<file path="config.mk">
export PLATFORM = sky130hd
export DESIGN_NAME = istx_core
export DESIGN_NICKNAME = d
export VERILOG_FILES = /design/src/shared/istx_pkg.sv /design/src/core/istx_core.sv
export SDC_FILE = /design/constraint.sdc
export NUM_CORES = 1
export LEC_CHECK = 0
export BUFFER_PORTS_ARGS = -buffer_cell sky130_fd_sc_hd__buf_2
export CAP_MARGIN = 0
export CORE_MARGIN = 4
export CORE_UTILIZATION = 48
export DETAILED_ROUTE_END_ITERATION = 8
export PLACE_DENSITY = 0.86
export SYNTH_ARGS = -nofsm -noshare
export SYNTH_HDL_FRONTEND = slang
export SYNTH_SLANG_ARGS = --single-unit
</file>
<file path="constraint.sdc">
create_clock -name clk_i -period 2.6 [get_ports clk_i]
set_input_delay 0.13 -clock clk_i [delete_from_list [all_inputs] [get_ports clk_i]]
set_output_delay 0.13 -clock clk_i [all_outputs]
set_load 0.005 [all_outputs]
</file>
<file path="src/shared/istx_pkg.sv">
// Constants and carriers for the two-wire slave transmit block.
// Assumes a 50 MHz system clock and a 32-bit AXI4-Lite register bus.
`default_nettype none
package istx_pkg;
  // ----------------------------------------------------------------
  // Register byte offsets
  // ----------------------------------------------------------------
  localparam logic [7:0] OFS_SXC  = 8'h00;
  localparam logic [7:0] OFS_CTRL = 8'h04;
  localparam logic [7:0] OFS_STAT = 8'h08;
  localparam logic [7:0] OFS_DATA = 8'h0c;
  localparam logic [7:0] OFS_MODE = 8'h10;
  localparam logic [7:0] OFS_SADR = 8'h14;
  // ----------------------------------------------------------------
  // Reset values and field positions
  // ----------------------------------------------------------------
  localparam logic [7:0] SXC_RST   = 8'h08;
  localparam logic [7:0] DATA_RST  = 8'hff;
  localparam logic [6:0] SADR_RST  = 7'h50;
  localparam int         SXC_EXT1  = 6;
  localparam int         SXC_EXT0  = 5;
  localparam int         SXC_ACC   = 4;
  localparam int         SXC_ONE   = 3;
  localparam int         ST_TRANSMIT_DATA_REQUEST_FLAG   = 3;
  localparam int         ST_TRANSMIT_READY_FLAG   = 2;
  localparam int         ST_TRANSMIT_EMPTY_FLAG   = 1;
  localparam int         ST_ACK    = 0;
  localparam int         MODE_MLS  = 3;
  localparam logic [3:0] ACK_CLK   = 4'h9;
  localparam logic [3:0] LAST_BIT  = 4'h8;
  localparam logic [1:0] RESP_OK   = 2'h0;
  localparam logic [1:0] RESP_SLV  = 2'h2;
  localparam logic [1:0] RESP_DEC  = 2'h3;
  // ----------------------------------------------------------------
  // Carriers
  // ----------------------------------------------------------------
  typedef struct packed {
    logic       interface_enable;   // interface_enable
    logic       iei;   // bus_interrupt_enable
    logic       master_select;   // master_select
    logic       transmit_select;   // transmit_select
    logic       rsv;
    logic       bus_busy_flag;  // bus_busy_flag
    logic       bus_interrupt_flag;  // bus_interrupt_flag
    logic       rsv0;
  } istx_ctl_s;
  typedef enum logic [2:0] {
    SEL_SXC, SEL_CTRL, SEL_STAT, SEL_DATA, SEL_MODE, SEL_SADR, SEL_NONE
  } istx_sel_e;
  typedef enum {
    LS_IDLE, LS_ADDR, LS_AACK, LS_TX, LS_TACK, LS_SKIP
  } istx_state_e;
endpackage : istx_pkg
`default_nettype wire

</file>
<file path="src/core/istx_core.sv">
// Two-wire bus slave transmit path with serial extension control register.
// Assumes the bus master drives SCL; SCL/SDA/standby arrive asynchronously.
//
// Chosen here: the register addresses and the AXI4-Lite slave port.
`default_nettype none
module istx_core (
  input  wire logic        clk_i,          // System clock, 50 MHz
  input  wire logic        rst_i,          // Synchronous reset, active high
  input  wire logic        hw_standby_i,   // Hardware standby pin, async
  input  wire logic [2:0]  cks_ch1_i,      // Clock select of the other channel
  input  wire logic [31:0] s_awaddr_i,     // AXI write address
  input  wire logic        s_awvalid_i,    // AXI write address valid
  output logic             s_awready_o,    // AXI write address ready
  input  wire logic [31:0] s_wdata_i,      // AXI write data
  input  wire logic [3:0]  s_wstrb_i,      // AXI write strobes
  input  wire logic        s_wvalid_i,     // AXI write data valid
  output logic             s_wready_o,     // AXI write data ready
  output logic [1:0]       s_bresp_o,      // AXI write response
  output logic             s_bvalid_o,     // AXI write response valid
  input  wire logic        s_bready_i,     // AXI write response ready
  input  wire logic [31:0] s_araddr_i,     // AXI read address
  input  wire logic        s_arvalid_i,    // AXI read address valid
  output logic             s_arready_o,    // AXI read address ready
  output logic [31:0]      s_rdata_o,      // AXI read data
  output logic [1:0]       s_rresp_o,      // AXI read response
  output logic             s_rvalid_o,     // AXI read valid
  input  wire logic        s_rready_i,     // AXI read ready
  input  wire logic        scl_i,          // SCL pin level
  output logic             scl_o,          // SCL drive value, always 0
  output logic             scl_oe_o,       // SCL pulled low while high
  input  wire logic        sda_i,          // SDA pin level
  output logic             sda_o,          // SDA drive value, always 0
  output logic             sda_oe_o,       // SDA pulled low while high
  output logic             irq_o,          // Interrupt request, level
  output logic [3:0]       rate_ch1_o,     // Master rate select, channel 1
  output logic [3:0]       rate_ch0_o      // Master rate select, channel 0
);
  // ----------------------------------------------------------------
  // Decode
  // ----------------------------------------------------------------
  // Local names for the link states, so the engine reads without scoping
  localparam istx_pkg::istx_state_e LS_IDLE = istx_pkg::LS_IDLE;
  localparam istx_pkg::istx_state_e LS_ADDR = istx_pkg::LS_ADDR;
  localparam istx_pkg::istx_state_e LS_AACK = istx_pkg::LS_AACK;
  localparam istx_pkg::istx_state_e LS_TX   = istx_pkg::LS_TX;
  localparam istx_pkg::istx_state_e LS_TACK = istx_pkg::LS_TACK;
  localparam istx_pkg::istx_state_e LS_SKIP = istx_pkg::LS_SKIP;
  function automatic istx_pkg::istx_sel_e reg_sel(input logic [31:0] a);
    unique case (a[7:0])
      istx_pkg::OFS_SXC:  reg_sel = istx_pkg::SEL_SXC;
      istx_pkg::OFS_CTRL: reg_sel = istx_pkg::SEL_CTRL;
      istx_pkg::OFS_STAT: reg_sel = istx_pkg::SEL_STAT;
      istx_pkg::OFS_DATA: reg_sel = istx_pkg::SEL_DATA;
      istx_pkg::OFS_MODE: reg_sel = istx_pkg::SEL_MODE;
      istx_pkg::OFS_SADR: reg_sel = istx_pkg::SEL_SADR;
      default:            reg_sel = istx_pkg::SEL_NONE;
    endcase
    if (a[31:8] != 24'h000000) begin
      reg_sel = istx_pkg::SEL_NONE;
    end
  endfunction : reg_sel

  // ----------------------------------------------------------------
  // Synchronisers
  // ----------------------------------------------------------------
  logic [2:0] scl_sh;
  logic [2:0] sda_sh;
  logic [1:0] stby_sh;
  always_ff @(posedge clk_i) begin
    if (rst_i) begin
      scl_sh  <= 3'h7;
      sda_sh  <= 3'h7;
      stby_sh <= 2'h0;
    end else begin
      scl_sh  <= {scl_sh[1:0], scl_i};
      sda_sh  <= {sda_sh[1:0], sda_i};
      stby_sh <= {stby_sh[0], hw_standby_i};
    end
  end
  logic scl_rise, scl_fall, start_cond, stop_cond;
  assign scl_rise   = scl_sh[1] & ~scl_sh[2];
  assign scl_fall   = ~scl_sh[1] & scl_sh[2];
  assign start_cond = scl_sh[1] & scl_sh[2] & ~sda_sh[1] & sda_sh[2];
  assign stop_cond  = scl_sh[1] & scl_sh[2] & sda_sh[1] & ~sda_sh[2];

  // ----------------------------------------------------------------
  // AXI4-Lite slave, one write and one read at a time
  // ----------------------------------------------------------------
  logic        aw_held, w_held;
  logic [31:0] aw_addr, w_data;
  logic [3:0]  w_strb;
  logic        wr_do, rd_do;
  istx_pkg::istx_sel_e wsel, rsel;
  assign wr_do = aw_held & w_held & ~s_bvalid_o;
  assign rd_do = s_arvalid_i & s_arready_o;
  assign wsel  = reg_sel(aw_addr);
  assign rsel  = reg_sel(s_araddr_i);

  logic [7:0]         sxc;
  istx_pkg::istx_ctl_s ctl;
  logic [7:0]         data_reg, shreg, mode, stat;
  logic [6:0]         sadr;
  logic               acc_en;
  assign acc_en = sxc[istx_pkg::SXC_ACC];

  // Bus registers other than the extension register need access enabled
  function automatic logic blocked(input istx_pkg::istx_sel_e s, input logic en);
    blocked = (s != istx_pkg::SEL_SXC) && (s != istx_pkg::SEL_NONE) && !en;
  endfunction : blocked

  logic wr_ok;
  assign wr_ok = wr_do & w_strb[0] & (wsel != istx_pkg::SEL_NONE)
                 & ~blocked(wsel, acc_en);

  always_ff @(posedge clk_i) begin
    if (rst_i) begin
      aw_held     <= 1'b0;
      w_held      <= 1'b0;
      aw_addr     <= 32'h00000000;
      w_data      <= 32'h00000000;
      w_strb      <= 4'h0;
      s_awready_o <= 1'b0;
      s_wready_o  <= 1'b0;
      s_bvalid_o  <= 1'b0;
      s_bresp_o   <= istx_pkg::RESP_OK;
    end else begin
      s_awready_o <= ~aw_held & ~s_awready_o & s_awvalid_i;
      s_wready_o  <= ~w_held & ~s_wready_o & s_wvalid_i;
      if (s_awvalid_i && s_awready_o) begin
        aw_held <= 1'b1;
        aw_addr <= s_awaddr_i;
      end
      if (s_wvalid_i && s_wready_o) begin
        w_held <= 1'b1;
        w_data <= s_wdata_i;
        w_strb <= s_wstrb_i;
      end
      if (wr_do) begin
        aw_held    <= 1'b0;
        w_held     <= 1'b0;
        s_bvalid_o <= 1'b1;
        s_bresp_o  <= (wsel == istx_pkg::SEL_NONE) ? istx_pkg::RESP_DEC :
                      blocked(wsel, acc_en) ? istx_pkg::RESP_SLV : istx_pkg::RESP_OK;
      end else if (s_bready_i) begin
        s_bvalid_o <= 1'b0;
      end
    end
  end

  always_ff @(posedge clk_i) begin
    if (rst_i) begin
      s_arready_o <= 1'b0;
      s_rvalid_o  <= 1'b0;
      s_rdata_o   <= 32'h00000000;
      s_rresp_o   <= istx_pkg::RESP_OK;
    end else begin
      s_arready_o <= ~s_arready_o & ~s_rvalid_o & s_arvalid_i;
      if (rd_do) begin
        s_rvalid_o <= 1'b1;
        s_rresp_o  <= istx_pkg::RESP_OK;
        s_rdata_o  <= 32'h00000000;
        if (rsel == istx_pkg::SEL_NONE) begin
          s_rresp_o <= istx_pkg::RESP_DEC;
        end else if (blocked(rsel, acc_en)) begin
          s_rresp_o <= istx_pkg::RESP_SLV;
        end else begin
          unique case (rsel)
            istx_pkg::SEL_SXC:  s_rdata_o[7:0] <= sxc | istx_pkg::SXC_RST;
            istx_pkg::SEL_CTRL: s_rdata_o[7:0] <= ctl;
            istx_pkg::SEL_STAT: s_rdata_o[7:0] <= stat;
            istx_pkg::SEL_DATA: s_rdata_o[7:0] <= data_reg;
            istx_pkg::SEL_MODE: s_rdata_o[7:0] <= mode;
            default:            s_rdata_o[7:0] <= {sadr, 1'b0};
          endcase
        end
      end else if (s_rready_i) begin
        s_rvalid_o <= 1'b0;
      end
    end
  end

  // ----------------------------------------------------------------
  // Extension, mode and address registers
  // ----------------------------------------------------------------
  always_ff @(posedge clk_i) begin
    if (rst_i || stby_sh[1]) begin
      sxc <= istx_pkg::SXC_RST;
    end else if (wr_ok && wsel == istx_pkg::SEL_SXC) begin
      sxc <= w_data[7:0] | istx_pkg::SXC_RST;
    end
  end
  always_ff @(posedge clk_i) begin
    if (rst_i) begin
      mode <= 8'h00;
      sadr <= istx_pkg::SADR_RST;
    end else if (wr_ok && wsel == istx_pkg::SEL_MODE) begin
      mode <= w_data[7:0];
    end else if (wr_ok && wsel == istx_pkg::SEL_SADR) begin
      sadr <= w_data[7:1];
    end
  end
  // Extension bit picks between two prescaler tables for each channel
  always_ff @(posedge clk_i) begin
    if (rst_i) begin
      rate_ch1_o <= 4'h0;
      rate_ch0_o <= 4'h0;
    end else begin
      rate_ch1_o <= {sxc[istx_pkg::SXC_EXT1], cks_ch1_i};
      rate_ch0_o <= {sxc[istx_pkg::SXC_EXT0], mode[2:0]};
    end
  end

  // ----------------------------------------------------------------
  // Link engine
  // ----------------------------------------------------------------
  istx_pkg::istx_state_e st;
  logic [3:0] bitn;
  logic [7:0] addr_sh;
  logic       stretch, load_ev, bus_interrupt_flag_set, data_wr, hit, lsb;
  assign lsb     = mode[istx_pkg::MODE_MLS];
  assign data_wr = wr_ok && wsel == istx_pkg::SEL_DATA;
  assign hit     = addr_sh[7:1] == sadr;

  always_ff @(posedge clk_i) begin
    if (rst_i) begin
      st       <= LS_IDLE;
      bitn     <= 4'h0;
      addr_sh  <= 8'h00;
      shreg    <= 8'hff;
      sda_oe_o <= 1'b0;
      scl_oe_o <= 1'b0;
      stretch  <= 1'b0;
      load_ev  <= 1'b0;
      bus_interrupt_flag_set <= 1'b0;
      sda_o    <= 1'b0;
      scl_o    <= 1'b0;
    end else begin
      load_ev  <= 1'b0;
      bus_interrupt_flag_set <= 1'b0;
      if (!ctl.interface_enable || ctl.master_select || stop_cond) begin
        st       <= LS_IDLE;
        sda_oe_o <= 1'b0;
        scl_oe_o <= 1'b0;
        stretch  <= 1'b0;
      end else if (start_cond) begin
        st       <= LS_ADDR;
        bitn     <= 4'h0;
        sda_oe_o <= 1'b0;
      end else if (stretch) begin
        // Clock held low until software supplies the next byte
        if (data_wr) begin
          stretch  <= 1'b0;
          scl_oe_o <= 1'b0;
          shreg    <= lsb ? {1'b1, w_data[7:1]} : {w_data[6:0], 1'b1};
          sda_oe_o <= ~(lsb ? w_data[0] : w_data[7]);
          load_ev  <= 1'b1;
          st       <= LS_TX;
          bitn     <= 4'h0;
        end
      end else begin
        unique case (st)
          LS_IDLE, LS_SKIP: begin
          end
          LS_ADDR: begin
            if (scl_rise) begin
              addr_sh <= {addr_sh[6:0], sda_sh[1]};
              bitn    <= bitn + 4'h1;
            end else if (scl_fall && bitn == istx_pkg::LAST_BIT) begin
              if (hit) begin
                sda_oe_o <= 1'b1;
                st       <= LS_AACK;
              end else begin
                st <= LS_SKIP;
              end
            end
          end
          LS_AACK: begin
            if (scl_rise) begin
              bus_interrupt_flag_set <= 1'b1;
            end else if (scl_fall) begin
              sda_oe_o <= 1'b0;
              if (addr_sh[0]) begin
                scl_oe_o <= 1'b1;
                stretch  <= 1'b1;
              end else begin
                st <= LS_SKIP;
              end
            end
          end
          LS_TX: begin
            if (scl_fall) begin
              bitn <= bitn + 4'h1;
              if (bitn == 4'h7) begin
                sda_oe_o <= 1'b0;
                st       <= LS_TACK;
              end else begin
                sda_oe_o <= ~(lsb ? shreg[0] : shreg[7]);
                shreg    <= lsb ? {1'b1, shreg[7:1]} : {shreg[6:0], 1'b1};
              end
            end
          end
          default: begin
            if (scl_rise) begin
              bus_interrupt_flag_set <= 1'b1;
            end else if (scl_fall) begin
              if (stat[istx_pkg::ST_TRANSMIT_EMPTY_FLAG]) begin
                scl_oe_o <= 1'b1;
                stretch  <= 1'b1;
              end else begin
                shreg    <= lsb ? {1'b1, data_reg[7:1]} : {data_reg[6:0], 1'b1};
                sda_oe_o <= ~(lsb ? data_reg[0] : data_reg[7]);
                load_ev  <= 1'b1;
                st       <= LS_TX;
                bitn     <= 4'h0;
              end
            end
          end
        endcase
      end
    end
  end

  // ----------------------------------------------------------------
  // Control, status and data registers
  // ----------------------------------------------------------------
  logic ack_ev;
  assign ack_ev = (st == LS_TACK) & scl_rise;
  always_ff @(posedge clk_i) begin
    if (rst_i) begin
      ctl      <= '0;
      stat     <= 8'h00;
      data_reg <= istx_pkg::DATA_RST;
    end else begin
      if (wr_ok && wsel == istx_pkg::SEL_CTRL) begin
        ctl.interface_enable <= w_data[7];
        ctl.iei <= w_data[6];
        ctl.master_select <= w_data[5];
        ctl.transmit_select <= w_data[4];
        ctl.rsv <= w_data[3];
        // Write 0 clears, write 1 leaves the flag alone
        if (!w_data[1]) begin
          ctl.bus_interrupt_flag <= 1'b0;
        end
      end
      if (wr_ok && wsel == istx_pkg::SEL_STAT) begin
        if (!w_data[istx_pkg::ST_TRANSMIT_DATA_REQUEST_FLAG]) begin
          stat[istx_pkg::ST_TRANSMIT_DATA_REQUEST_FLAG] <= 1'b0;
        end
        if (!w_data[istx_pkg::ST_TRANSMIT_READY_FLAG]) begin
          stat[istx_pkg::ST_TRANSMIT_READY_FLAG] <= 1'b0;
        end
      end
      if (data_wr) begin
        data_reg                <= w_data[7:0];
        stat[istx_pkg::ST_TRANSMIT_EMPTY_FLAG] <= 1'b0;
      end
      // Hardware sets come last so they win over a same-cycle clear
      if (start_cond) begin
        ctl.bus_busy_flag <= 1'b1;
      end
      if (stop_cond) begin
        ctl.bus_busy_flag <= 1'b0;
      end
      if (bus_interrupt_flag_set || load_ev) begin
        ctl.bus_interrupt_flag <= 1'b1;
      end
      if (st == LS_AACK && scl_fall && addr_sh[0]) begin
        ctl.transmit_select                 <= 1'b1;
        stat[istx_pkg::ST_TRANSMIT_DATA_REQUEST_FLAG] <= 1'b1;
        stat[istx_pkg::ST_TRANSMIT_EMPTY_FLAG] <= 1'b1;
      end
      if (load_ev) begin
        stat[istx_pkg::ST_TRANSMIT_EMPTY_FLAG] <= 1'b1;
        stat[istx_pkg::ST_TRANSMIT_READY_FLAG] <= 1'b1;
      end
      if (ack_ev) begin
        stat[istx_pkg::ST_ACK] <= sda_sh[1];
      end
    end
  end

  always_ff @(posedge clk_i) begin
    if (rst_i) begin
      irq_o <= 1'b0;
    end else begin
      irq_o <= ctl.bus_interrupt_flag & ctl.iei;
    end
  end
endmodule : istx_core
`default_nettype wire

</file>
; ---- Yosys cells after proc, flatten, opt, wreduce, memory -nomap -nowiden
; Index checks and enable logic that the tools add are counted.
[totals]
reg_bits = 175
inputBits = 113
out_inout_bits = 54
elab_cells = 317
[classes]
addsub = 1
reduce_logical = 62
n_bitwise = 40
n_eq_ne = 68
mux = 102
[op_table]
columns = operator, count
row1 = 32-bit two-way mux, 12
row2 = 32-bit one-hot mux with 4 select lines, 1
row3 = 8-bit two-way mux, 12
row4 = "32-bit by 2-bit equality test with 1-bit output, second input constant", 2
row5 = "32-bit by 3-bit equality test with 1-bit output, second input constant", 2
row6 = 1-bit two-way mux, 51
row7 = 24-bit nonzero test, 2
row8 = 8-bit one-hot mux with 5 select lines, 1
row9 = "3-bit != test, second input constant", 13
row10 = 3-bit one-hot mux with 6 select lines, 2
row11 = "32-bit by 1-bit equality test with 1-bit output, second input constant", 1
row12 = "32-bit by 4-bit equality test with 1-bit output, second input constant", 1
row13 = "8-bit by 4-bit equality test with 1-bit output, second input constant", 4
row14 = "8-bit by 5-bit equality test with 1-bit output, second input constant", 4
row15 = 32-bit logical NOT, 1
row16 = 4-bit two-way mux, 8
row17 = "4-bit != test, second input constant", 8
row18 = 12-bit AND reduction, 2
row19 = 1-bit AND, 21
row20 = 1-bit inverter, 19
row21 = "8-bit by 3-bit equality test with 1-bit output, second input constant", 2
row22 = 8-bit logical NOT, 2
row23 = 8-bit one-hot mux with 2 select lines, 1
row24 = 8-bit AND reduction, 2
row25 = 36 further kinds, 99

; ---- Longest topological paths before layout
; Gate-level depths: netlist of run 1.
[depth]
depth_word = 12
depth_mapped = 9
ltp_nobuf = 8

; ---- Least setup slack after synthesis of run 1
; OpenSTA, ideal clock, no wires.
[synth_path]
kind = reg2reg
from = reg aw_addr[1]
to = reg shreg[0]
arrival_ps = 2646
setup_time_ps = 120
path_slack_ps = -166
synth_period_minus_slack_ps = 2766
path_buffers = 1
t_required_ps = 2480
path_stages_with_launch = 8
cell_sequence = dfxtp_1 or4_4 or4_4 or4_4 buf_6 a211oi_4 nor2b_1 a211o_1
[synth_via]
elab_chain_len = 11
word_cells_on_any_way = 19
classes_between = eq/ne (8) / mux (2) / bitwise (3) / reduce/logical (6)
[synth_rtl]
columns = item, line
row1 = from (decl), istx_core.sv:90  ; logic [31:0] aw_addr, w_data;
row2 = from (signal assigned), istx_core.sv:131  ; aw_addr <= s_awaddr_i;
row3 = "8-bit by 5-bit equality test with 1-bit output, or another cell as far along", istx_core.sv:49  ; unique case (a[7:0])
row4 = 3-bit one-hot mux with 6 select lines (*), istx_core.sv:49
row5 = 3-bit two-way mux (*), istx_core.sv:58  ; if (a[31:8] != 24'h000000) begin
row6 = 3-bit != test or 3-bit nonzero test (tied branches), "istx_core.sv:108, istx_core.sv:112"
row7 = 1-bit logical AND (2 in a row), istx_core.sv:108  ; blocked = (s != istx_pkg::SEL_SXC) && (s != istx_pkg::SEL_NONE) && !en;
row8 = 1-bit inverter, istx_core.sv:113  ; & ~blocked(wsel, acc_en);
row9 = 1-bit AND, istx_core.sv:113
row10 = 1-bit logical AND (*), istx_core.sv:221  ; assign data_wr = wr_ok && wsel == istx_pkg::SEL_DATA;
row11 = 2-bit by 1-bit != test with 1-bit output (no source line) (*), -
row12 = 8-bit AND reduction (no source line) (*), -
row13 = to (signal assigned), istx_core.sv:254  ; shreg <= lsb ? {1'b1, w_data[7:1]} : {w_data[6:0], 1'b1};
row14 = to (signal assigned), istx_core.sv:298  ; shreg <= lsb ? {1'b1, shreg[7:1]} : {shreg[6:0], 1'b1};
row15 = to (signal assigned), istx_core.sv:310  ; shreg <= lsb ? {1'b1, data_reg[7:1]} : {data_reg[6:0], 1'b1};
row16 = to (decl), istx_core.sv:101  ; logic [7:0] data_reg, shreg, mode, stat;
; Mark *: on every way between the ends. The rest lies on a longest branch, timed or not.
; A chain may end at the register's enable or synchronous reset.

; ---- Final worst setup path of run 1
[layout_path]
from = reg aw_addr[1]
to = reg bitn[3]
[layout_via]
elab_chain_len = 11
word_cells_on_any_way = 19
classes_between = eq/ne (8) / mux (2) / bitwise (3) / reduce/logical (6)
[layout_rtl]
columns = item, line
row1 = "8-bit by 5-bit equality test with 1-bit output, or another cell as far along", istx_core.sv:49
row2 = 3-bit one-hot mux with 6 select lines (*), istx_core.sv:49
row3 = 3-bit two-way mux (*), istx_core.sv:58
row4 = 3-bit != test or 3-bit nonzero test (tied branches), "istx_core.sv:108, istx_core.sv:112"
row5 = 1-bit logical AND (2 in a row), istx_core.sv:108
row6 = 1-bit inverter, istx_core.sv:113
row7 = 1-bit AND, istx_core.sv:113
row8 = 1-bit logical AND (*), istx_core.sv:221
row9 = 3-bit by 2-bit != test with 1-bit output (no source line) (*), -
row10 = 8-bit AND reduction (no source line) (*), -
row11 = to (signal assigned), istx_core.sv:267  ; bitn <= bitn + 4'h1;
row12 = to (signal assigned), istx_core.sv:292  ; bitn <= bitn + 4'h1;
row13 = to (decl), istx_core.sv:217  ; logic [3:0] bitn;
; Marks and branches as above.

==> results of run 1 <==
==> per-layer routing <==
layer  up-vias  routed length [µm]
met5         -                   0
li1       2981                   -
met1      2939                7210
met4         0                 746
met3        76                1760
met2       327                9630
==> layout make-up <==
cell class | count | area [µm²] | share of cell area
clock buffers | 18 | 439 | 0.0526
clock inverters | 14 | 164 | 0.0196
inverters | 12 | 45.0 | 0.00539
multi-input cells | 580 | 3340 | 0.400
flip-flops and latches | 146 | 2920 | 0.350
well taps | 176 | 220 | 0.0264
repair buffers | 180 | 1220 | 0.146
==> logic make-up (layout without fill, tap and decap cells) <==
| family | Yosys count | count (layout) | synth area share |
|---|---|---|---|
| buffers and inverters | 85 | 224 | 0.0656 |
| adders and majority gates | 2 | 2 | 0.00379 |
| xor gates and xnor gates | 7 | 7 | 0.00929 |
| DFF | 146 | 146 | 0.443 |
| and+or+nand+nor | 327 | 327 | 0.234 |
| other | 1 | 26 | 0.000568 |
| AOI/OAI and AO/OA | 153 | 153 | 0.143 |
| muxes | 65 | 65 | 0.101 |
==> worst paths after layout <==
check	endpoint	slack, ns	depth (start not counted)
hold / removal	addr_sh[1]	0.12	2
hold reg to reg	sda_sh[1]	0.41	1
setup / recovery	bitn[3]	0.06	6
setup reg to reg	bitn[3]	0.06	6
==> cell usage in the layout (no fill, tap or decap), types with 5 or more instances in the layout <==
| cell | synthesis | routed |
|---|---|---|
| buf_4 | 26 | 14 |
| nand3_1 | 11 | 11 |
| nand2_1 | 129 | 129 |
| conb_1 | 1 | 26 |
| nor3_1 | 10 | 10 |
| nand3b_1 | 5 | 5 |
| buf_2 | 1 | 112 |
| clkbuf_16 | 0 | 17 |
| inv_1 | 10 | 10 |
| clkinv_2 | 0 | 5 |
| mux2_2 | 12 | 12 |
| dfxtp_1 | 146 | 145 |
| or2_2 | 6 | 6 |
| dlygate4sd3_1 | 0 | 52 |
| nor2_1 | 86 | 86 |
| a211oi_1 | 6 | 6 |
| nor4_1 | 17 | 17 |
| mux2i_1 | 53 | 53 |
| o21ai_0 | 28 | 28 |
| a21oi_1 | 69 | 69 |
| nor2b_1 | 19 | 19 |
| o31ai_1 | 11 | 11 |
| nand2b_1 | 9 | 9 |
==> power groups by stage <==
stage	Clock, mW	Combinational, mW	Sequential, mW
after floorplan	0	0.186	2.34
after global placement	0	0.269	2.35
after detailed placement	0	0.273	2.35
after CTS	2.49	0.336	2.30
after global routing	2.59	0.386	2.31
final	2.47	0.353	2.30
==> metrics by stage <==
| stage | util | hold slack, ns | instances | TNS (ns) |
|---|---|---|---|---|
| after global placement | 0.540 | 0.330 | 1041 | 0 |
| after global routing | 0.626 | 0.119 | 1126 | -0.0352 |
| after CTS | 0.625 | 0.102 | 1125 | 0 |
| after floorplan | - | 0.234 | 811 | 0 |
| after detailed placement | 0.540 | 0.326 | 1041 | 0 |
| final | 0.626 | 0.117 | 1126 | 0 |
==> worst reg2reg max path, delay by kind of cell, from the launching register on <==
family,cells,cell delay (ns)
AND/OR/NAND/NOR,4,1.66
flip-flops,1,0.32
AO/OA/AOI/OAI,2,0.42
==> synthesized netlist by cell type (all sizes together), types with 2 or more instances <==
cell     count
o22ai        4
nor3        10
clkinv       2
and3         2
o21a         2
o21ai       28
a21oi       73
a211o        3
or3          4
a31o         2
or2          6
and2         4
a211oi       7
nand2      129
mux2i       53
and3b        2
nor4b        4
nand4        3
a31oi        4
ha           2
a41oi        2
nand4b       3
nor4        17
o211a        2
and4         3
o31ai       11
nand3       11
nor3b        2
nand3b       5
nor2b       19
nor2        86
clkbuf      40
a2111oi      2
dfxtp      146
mux2        12
a21o         2
xor2         4
buf         33
xnor2        3
nand2b       9
or4          7
inv         10
==> repair_timing <==
item | 4_1_cts | 5_1_grt
hold buffers | 52 | 0
buffers inserted | 0 | 1
setup endpoints to repair | 0 | 8
gates resized for setup | 0 | 2
endpoints found under the hold margin | 52 | 0
==> out/qor.yml, run 1 <==
insertion_delay_ns: 0.43
clkPwrFrac: 0.482
synth.top_cell.area_share: 0.443
postSynthAreaPerCell_um2: 8.40
die-area_um2: 15700
critPathRequiredTime_ns: 2.89
path_delay_family: "simple AND/OR/NAND/NOR gates"
dp_slack_ns: 0.0149
peakVddDrop_v: 0.000460
busiest_layer: "met2"
ios: 167
grt.overflow.total: 0
reg2reg_from: "aw_addr[1]"
post_drt_wl_per_cell_um: 17.2
cts_tree: "done"
vias: 6323
p_leak_nw: 3.61
synth_top_cell_by_area: "dfxtp_1"
drtIter0Drc: 469
cp.arrival_ns: 2.83
core_um2: 13300
total_power_mw: 5.13
hp-start: "rst_i"
worstMarginPinSlew_ns: 0.973
grt_max_degree: 86
status: "finished clean"
antenna_found_initial: 0
seq_area_frac_synth: 0.443
path_class: "reg2reg"
clkSinkCount: 146
synth-seq-cells: 146
rsz0062_at_grt: "yes"
fin_crit_ns: 2.54
p_int_mw: 3.97
min_period_over_period: 0.977
syn_area_um2: 6600
portBuffers: 113
worst-path-buf-inv: 0
grt_pass1_wl_um: 30800
syn_inst: 786
synthArstFlopShare: 0
max-slew-margin-rel: 0.350
swShare: 0.227
finalMaxSlewViolations: 0
max_stage_delay_ns: 0.53
hp-class: "in2reg"
drc: 0
crit_start: "aw_addr[1]"
gp_congestion: 0.936
cap_violations: 0
synthDistinctLibCells: 62
placementRows: 42
largest_reg_flops: 32
clk_path_buf_depth: 2
n_antenna_cell: 0
regMostFlops: "aw_addr"
startpoint_type: "flop"
die_w_um: 125
cts_buffers: 17
grt_pass1_vias: 6260
start_util: 0.495
root_buffer: "clkbuf_16"
routed_wirelength_um: 19300
finalHoldViolCount: 0
drive_gt1_frac: 0.203
grt.total_usage: 0.244
p_seq_frac: 0.449
synth_warnings: 0
skew_ns: 0.00884
use_met1: 0.274
max_freq_ghz: 0.394
synth_edf_count: 0
nNetsFinal: 1052
routed_via_density: 5.62
power_switching_mw: 1.16
ys_top_cells_by_area: "dfxtp_1 (44%), mux2i_1 (8.0%), nand2_1 (7.3%)"
end_kind: "flop"
place_hpwl_um: 11900
stdcell_area_um2: 8350
grtUsageMet3: 0.0704
synth_flop_cell: "dfxtp_1"
fin_ws_ns: 0.0608
htree_levels: 4
cpMostUsedCell: "or4_4"
setup_viol: 0
clk_pin_slew_ns: 0.06
num-fill-cells: 1044
area_growth_pct: 26.5
critical_path.slowest_cell: "or4_4"
combPwrFrac: 0.069
die_y_um: 125
power.density_nw_per_um2: 614
drt_pass1_iterations: 5
placed_cell_area_um2: 7210
grt_use_met2: 0.424
worstPathCellList: "or4_4, or4_4, or4_4, and3_2, o311ai_0, o21ai_0"
crit_path_max_fanout: 4
ant_nets: 0
Note: power is estimated with default switching activity, not from simulation.
==> run 2: changes to the inputs <==
--- a/config.mk
+++ b/config.mk
@@ -11,6 +11,7 @@
 export CORE_UTILIZATION = 48
 export DETAILED_ROUTE_END_ITERATION = 8
 export PLACE_DENSITY = 0.86
+export SETUP_SLACK_MARGIN = 0.5
 export SYNTH_ARGS = -nofsm -noshare
 export SYNTH_HDL_FRONTEND = slang
 export SYNTH_SLANG_ARGS = --single-unit
==> run 2 against run 1 <==
  * Die area is the same
  * First-iteration DRC count grew 63%
  * Wire length grew 6.6%
  * Register-to-register slack lost 0.08 ns
  * Final cell count grew 0.98%
  * The run now ends with setup timing left
  * Clock-buffer cell count grew 2
  * Flip-flop and latch count is the same
  * Clock skew is essentially flat
  * Worst hold slack lost 0.10 ns
==> out/qor.yml, run 2 (synthesis results as in run 1) <==
cts_buffers: 17  # unchanged
vias: 6599  # was 6323
area_growth_pct: 31.3  # was 26.5%
die_w_um: 125  # unchanged
skew_ns: 0.00922  # was 0.00884 ns
largest_reg_flops: 32  # unchanged
antenna_found_initial: 0  # unchanged
n_antenna_cell: 0  # unchanged
portBuffers: 113  # unchanged
total_power_mw: 5.16  # was 5.13 mW
busiest_layer: "met2"  # unchanged
cts_tree: "done"  # unchanged
setup_tns_ns: -0.0148  # was 0 ns
core_um2: 13300  # unchanged
nNetsFinal: 1063  # was 1052
max_freq_ghz: 0.382  # was 0.394 GHz
drc: 0  # unchanged
die-area_um2: 15700  # unchanged
grt_pass1_wl_um: 31400  # was 30800 µm
grt.overflow.total: 0  # unchanged
start_util: 0.495  # unchanged
clk_pin_slew_ns: 0.06  # about the same
finalMaxSlewViolations: 0  # unchanged
status: "complete, but fails checks"  # was finished clean
min_period_over_period: 1.01  # was 0.977
power.density_nw_per_um2: 595  # was 614 nW/µm²
critPathRequiredTime_ns: 2.91  # was 2.89 ns
clkSinkCount: 146  # unchanged
place_hpwl_um: 12000  # was 11900 µm
final_util: 0.650  # was 0.626
setup_viol: 1  # was 0
drive_gt1_frac: 0.239  # was 0.203
use_met1: 0.290  # was 0.274
grtUsageMet3: 0.0742  # was 0.0704
grt_use_met2: 0.420  # was 0.424
cap_violations: 0  # unchanged
hp-class: "in2reg"  # unchanged
end_kind: "flop"  # unchanged
startpoint_type: "flop"  # unchanged
gp_congestion: 0.962  # was 0.936
placementRows: 42  # unchanged
violations: "setup timing"
layout_common_cells: "dfxtp_1 (145), nand2_1 (129), buf_2 (112)"  # unchanged
p_leak_nw: 3.72  # was 3.61 nW
insertion_delay_ns: 0.42  # was 0.43 ns
finalHoldViolCount: 0  # unchanged
rsz0062_at_grt: "yes"  # unchanged
worstMarginPinSlew_ns: 1.00  # was 0.973 ns
drt_pass1_iterations: 5  # unchanged
routed_via_density: 5.80  # was 5.62
grt_max_degree: 69  # was 86
grt_pass1_vias: 6382  # was 6260
ios: 167  # unchanged
grt.total_usage: 0.244  # about the same
max-slew-margin-rel: 0.330  # was 0.350
drtIter0Drc: 766  # was 469
cp.arrival_ns: 2.92  # was 2.83 ns
fin_crit_ns: 2.61  # was 2.54 ns
crit_path_max_fanout: 2  # was 4
regMostFlops: "aw_addr"  # unchanged
routed_wirelength_um: 20600  # was 19300 µm
path_class: "reg2reg"  # unchanged
ant_nets: 0  # unchanged
layout_commonest_cell: "dfxtp_1"  # unchanged
htree_levels: 4  # unchanged
post_drt_wl_per_cell_um: 18.1  # was 17.2 µm
peakVddDrop_v: 0.000441  # was 0.000460 V
clk_path_buf_depth: 2  # unchanged
root_buffer: "clkbuf_16"  # unchanged
die_y_um: 125  # unchanged
fin_ws_ns: -0.0148  # was 0.0608 ns
## run 2: cell count changes in the layout (fill, tap and decap cells not counted), sizes merged
cell | previous run | this run
buf | 128 | 141
clkbuf | 18 | 20
clkinv | 10 | 5
clkinvlp | 3 | 5
dlygate4sd3 | 52 | 50
inv | 10 | 11
## run 2: layout make-up
class | count | area, µm²
clock buffer | 20 | 437
sequential | 146 | 2920
timing repair buffer | 191 | 1350
inverter | 12 | 45.0
multi-input combinational | 580 | 3540
tap | 176 | 220
clock inverter | 12 | 159
fill | 957 | 4680
## run 2: metrics by stage
| stage | hold WS (ns) | worst slack, ns | cells | area [µm²] |
|---|---|---|---|---|
| 5_1_grt | 0.0197 | -0.0618 | 1137 | 8670 |
| 3_3_place_gp | 0.332 | 0.0716 | 1041 | 7270 |
| 2_1_floorplan | 0.234 | 0.0443 | 811 | 6740 |
| 4_1_cts | 0.00511 | 0.106 | 1134 | 8510 |
| 6_report | 0.0140 | -0.0148 | 1137 | 8670 |
| 3_5_place_dp | 0.333 | 0.00218 | 1041 | 7270 |
## run 2: where the power goes
group          switching, mW  internal [mW]  leakage (nW)
combinational          0.198          0.179          2.26
clock                  0.966           1.51         0.273
sequential            0.0350           2.27          1.18
## run 2: worst paths after layout
check / from / end / slack, ns / depth (start not counted)
worst max-delay path: aw_addr[7] / shreg[0] / -0.01 / 7
worst min-delay path: s_wvalid_i / s_wready_o / 0.01 / 2
worst max register to register: aw_addr[7] / shreg[0] / -0.01 / 7
worst min register to register: sda_sh[0] / sda_sh[1] / 0.41 / 1
## run 2: worst max-delay path, stage by stage (launching register included)
cell and delay, ns:
dfxtp_2 0.32, or4_4 0.53, or4_4 0.43, or4_4 0.45
a211oi_4 0.29, buf_6 0.16, nor2b_2 0.04, a211o_1 0.28
## run 2: per-layer routing
metal  vias to the layer above  wire length [µm]  share of wire
met5                         -                 0              0
li1                       2999                 -              -
met3                        90              2090           0.10
met4                         0               751          0.036
met2                       452             10000           0.49
met1                      3058              7730           0.37
## run 2: repair_timing
| action | in CTS | in global routing |
|---|---|---|
| gates cloned | 2 | 0 |
| endpoints found under the setup margin | 46 | 48 |
| endpoints found under the hold margin | 50 | 0 |
| hold buffers | 50 | 0 |
| gates resized for setup | 19 | 27 |
| pin swaps | 5 | 5 |
| setup buffers | 9 | 3 |
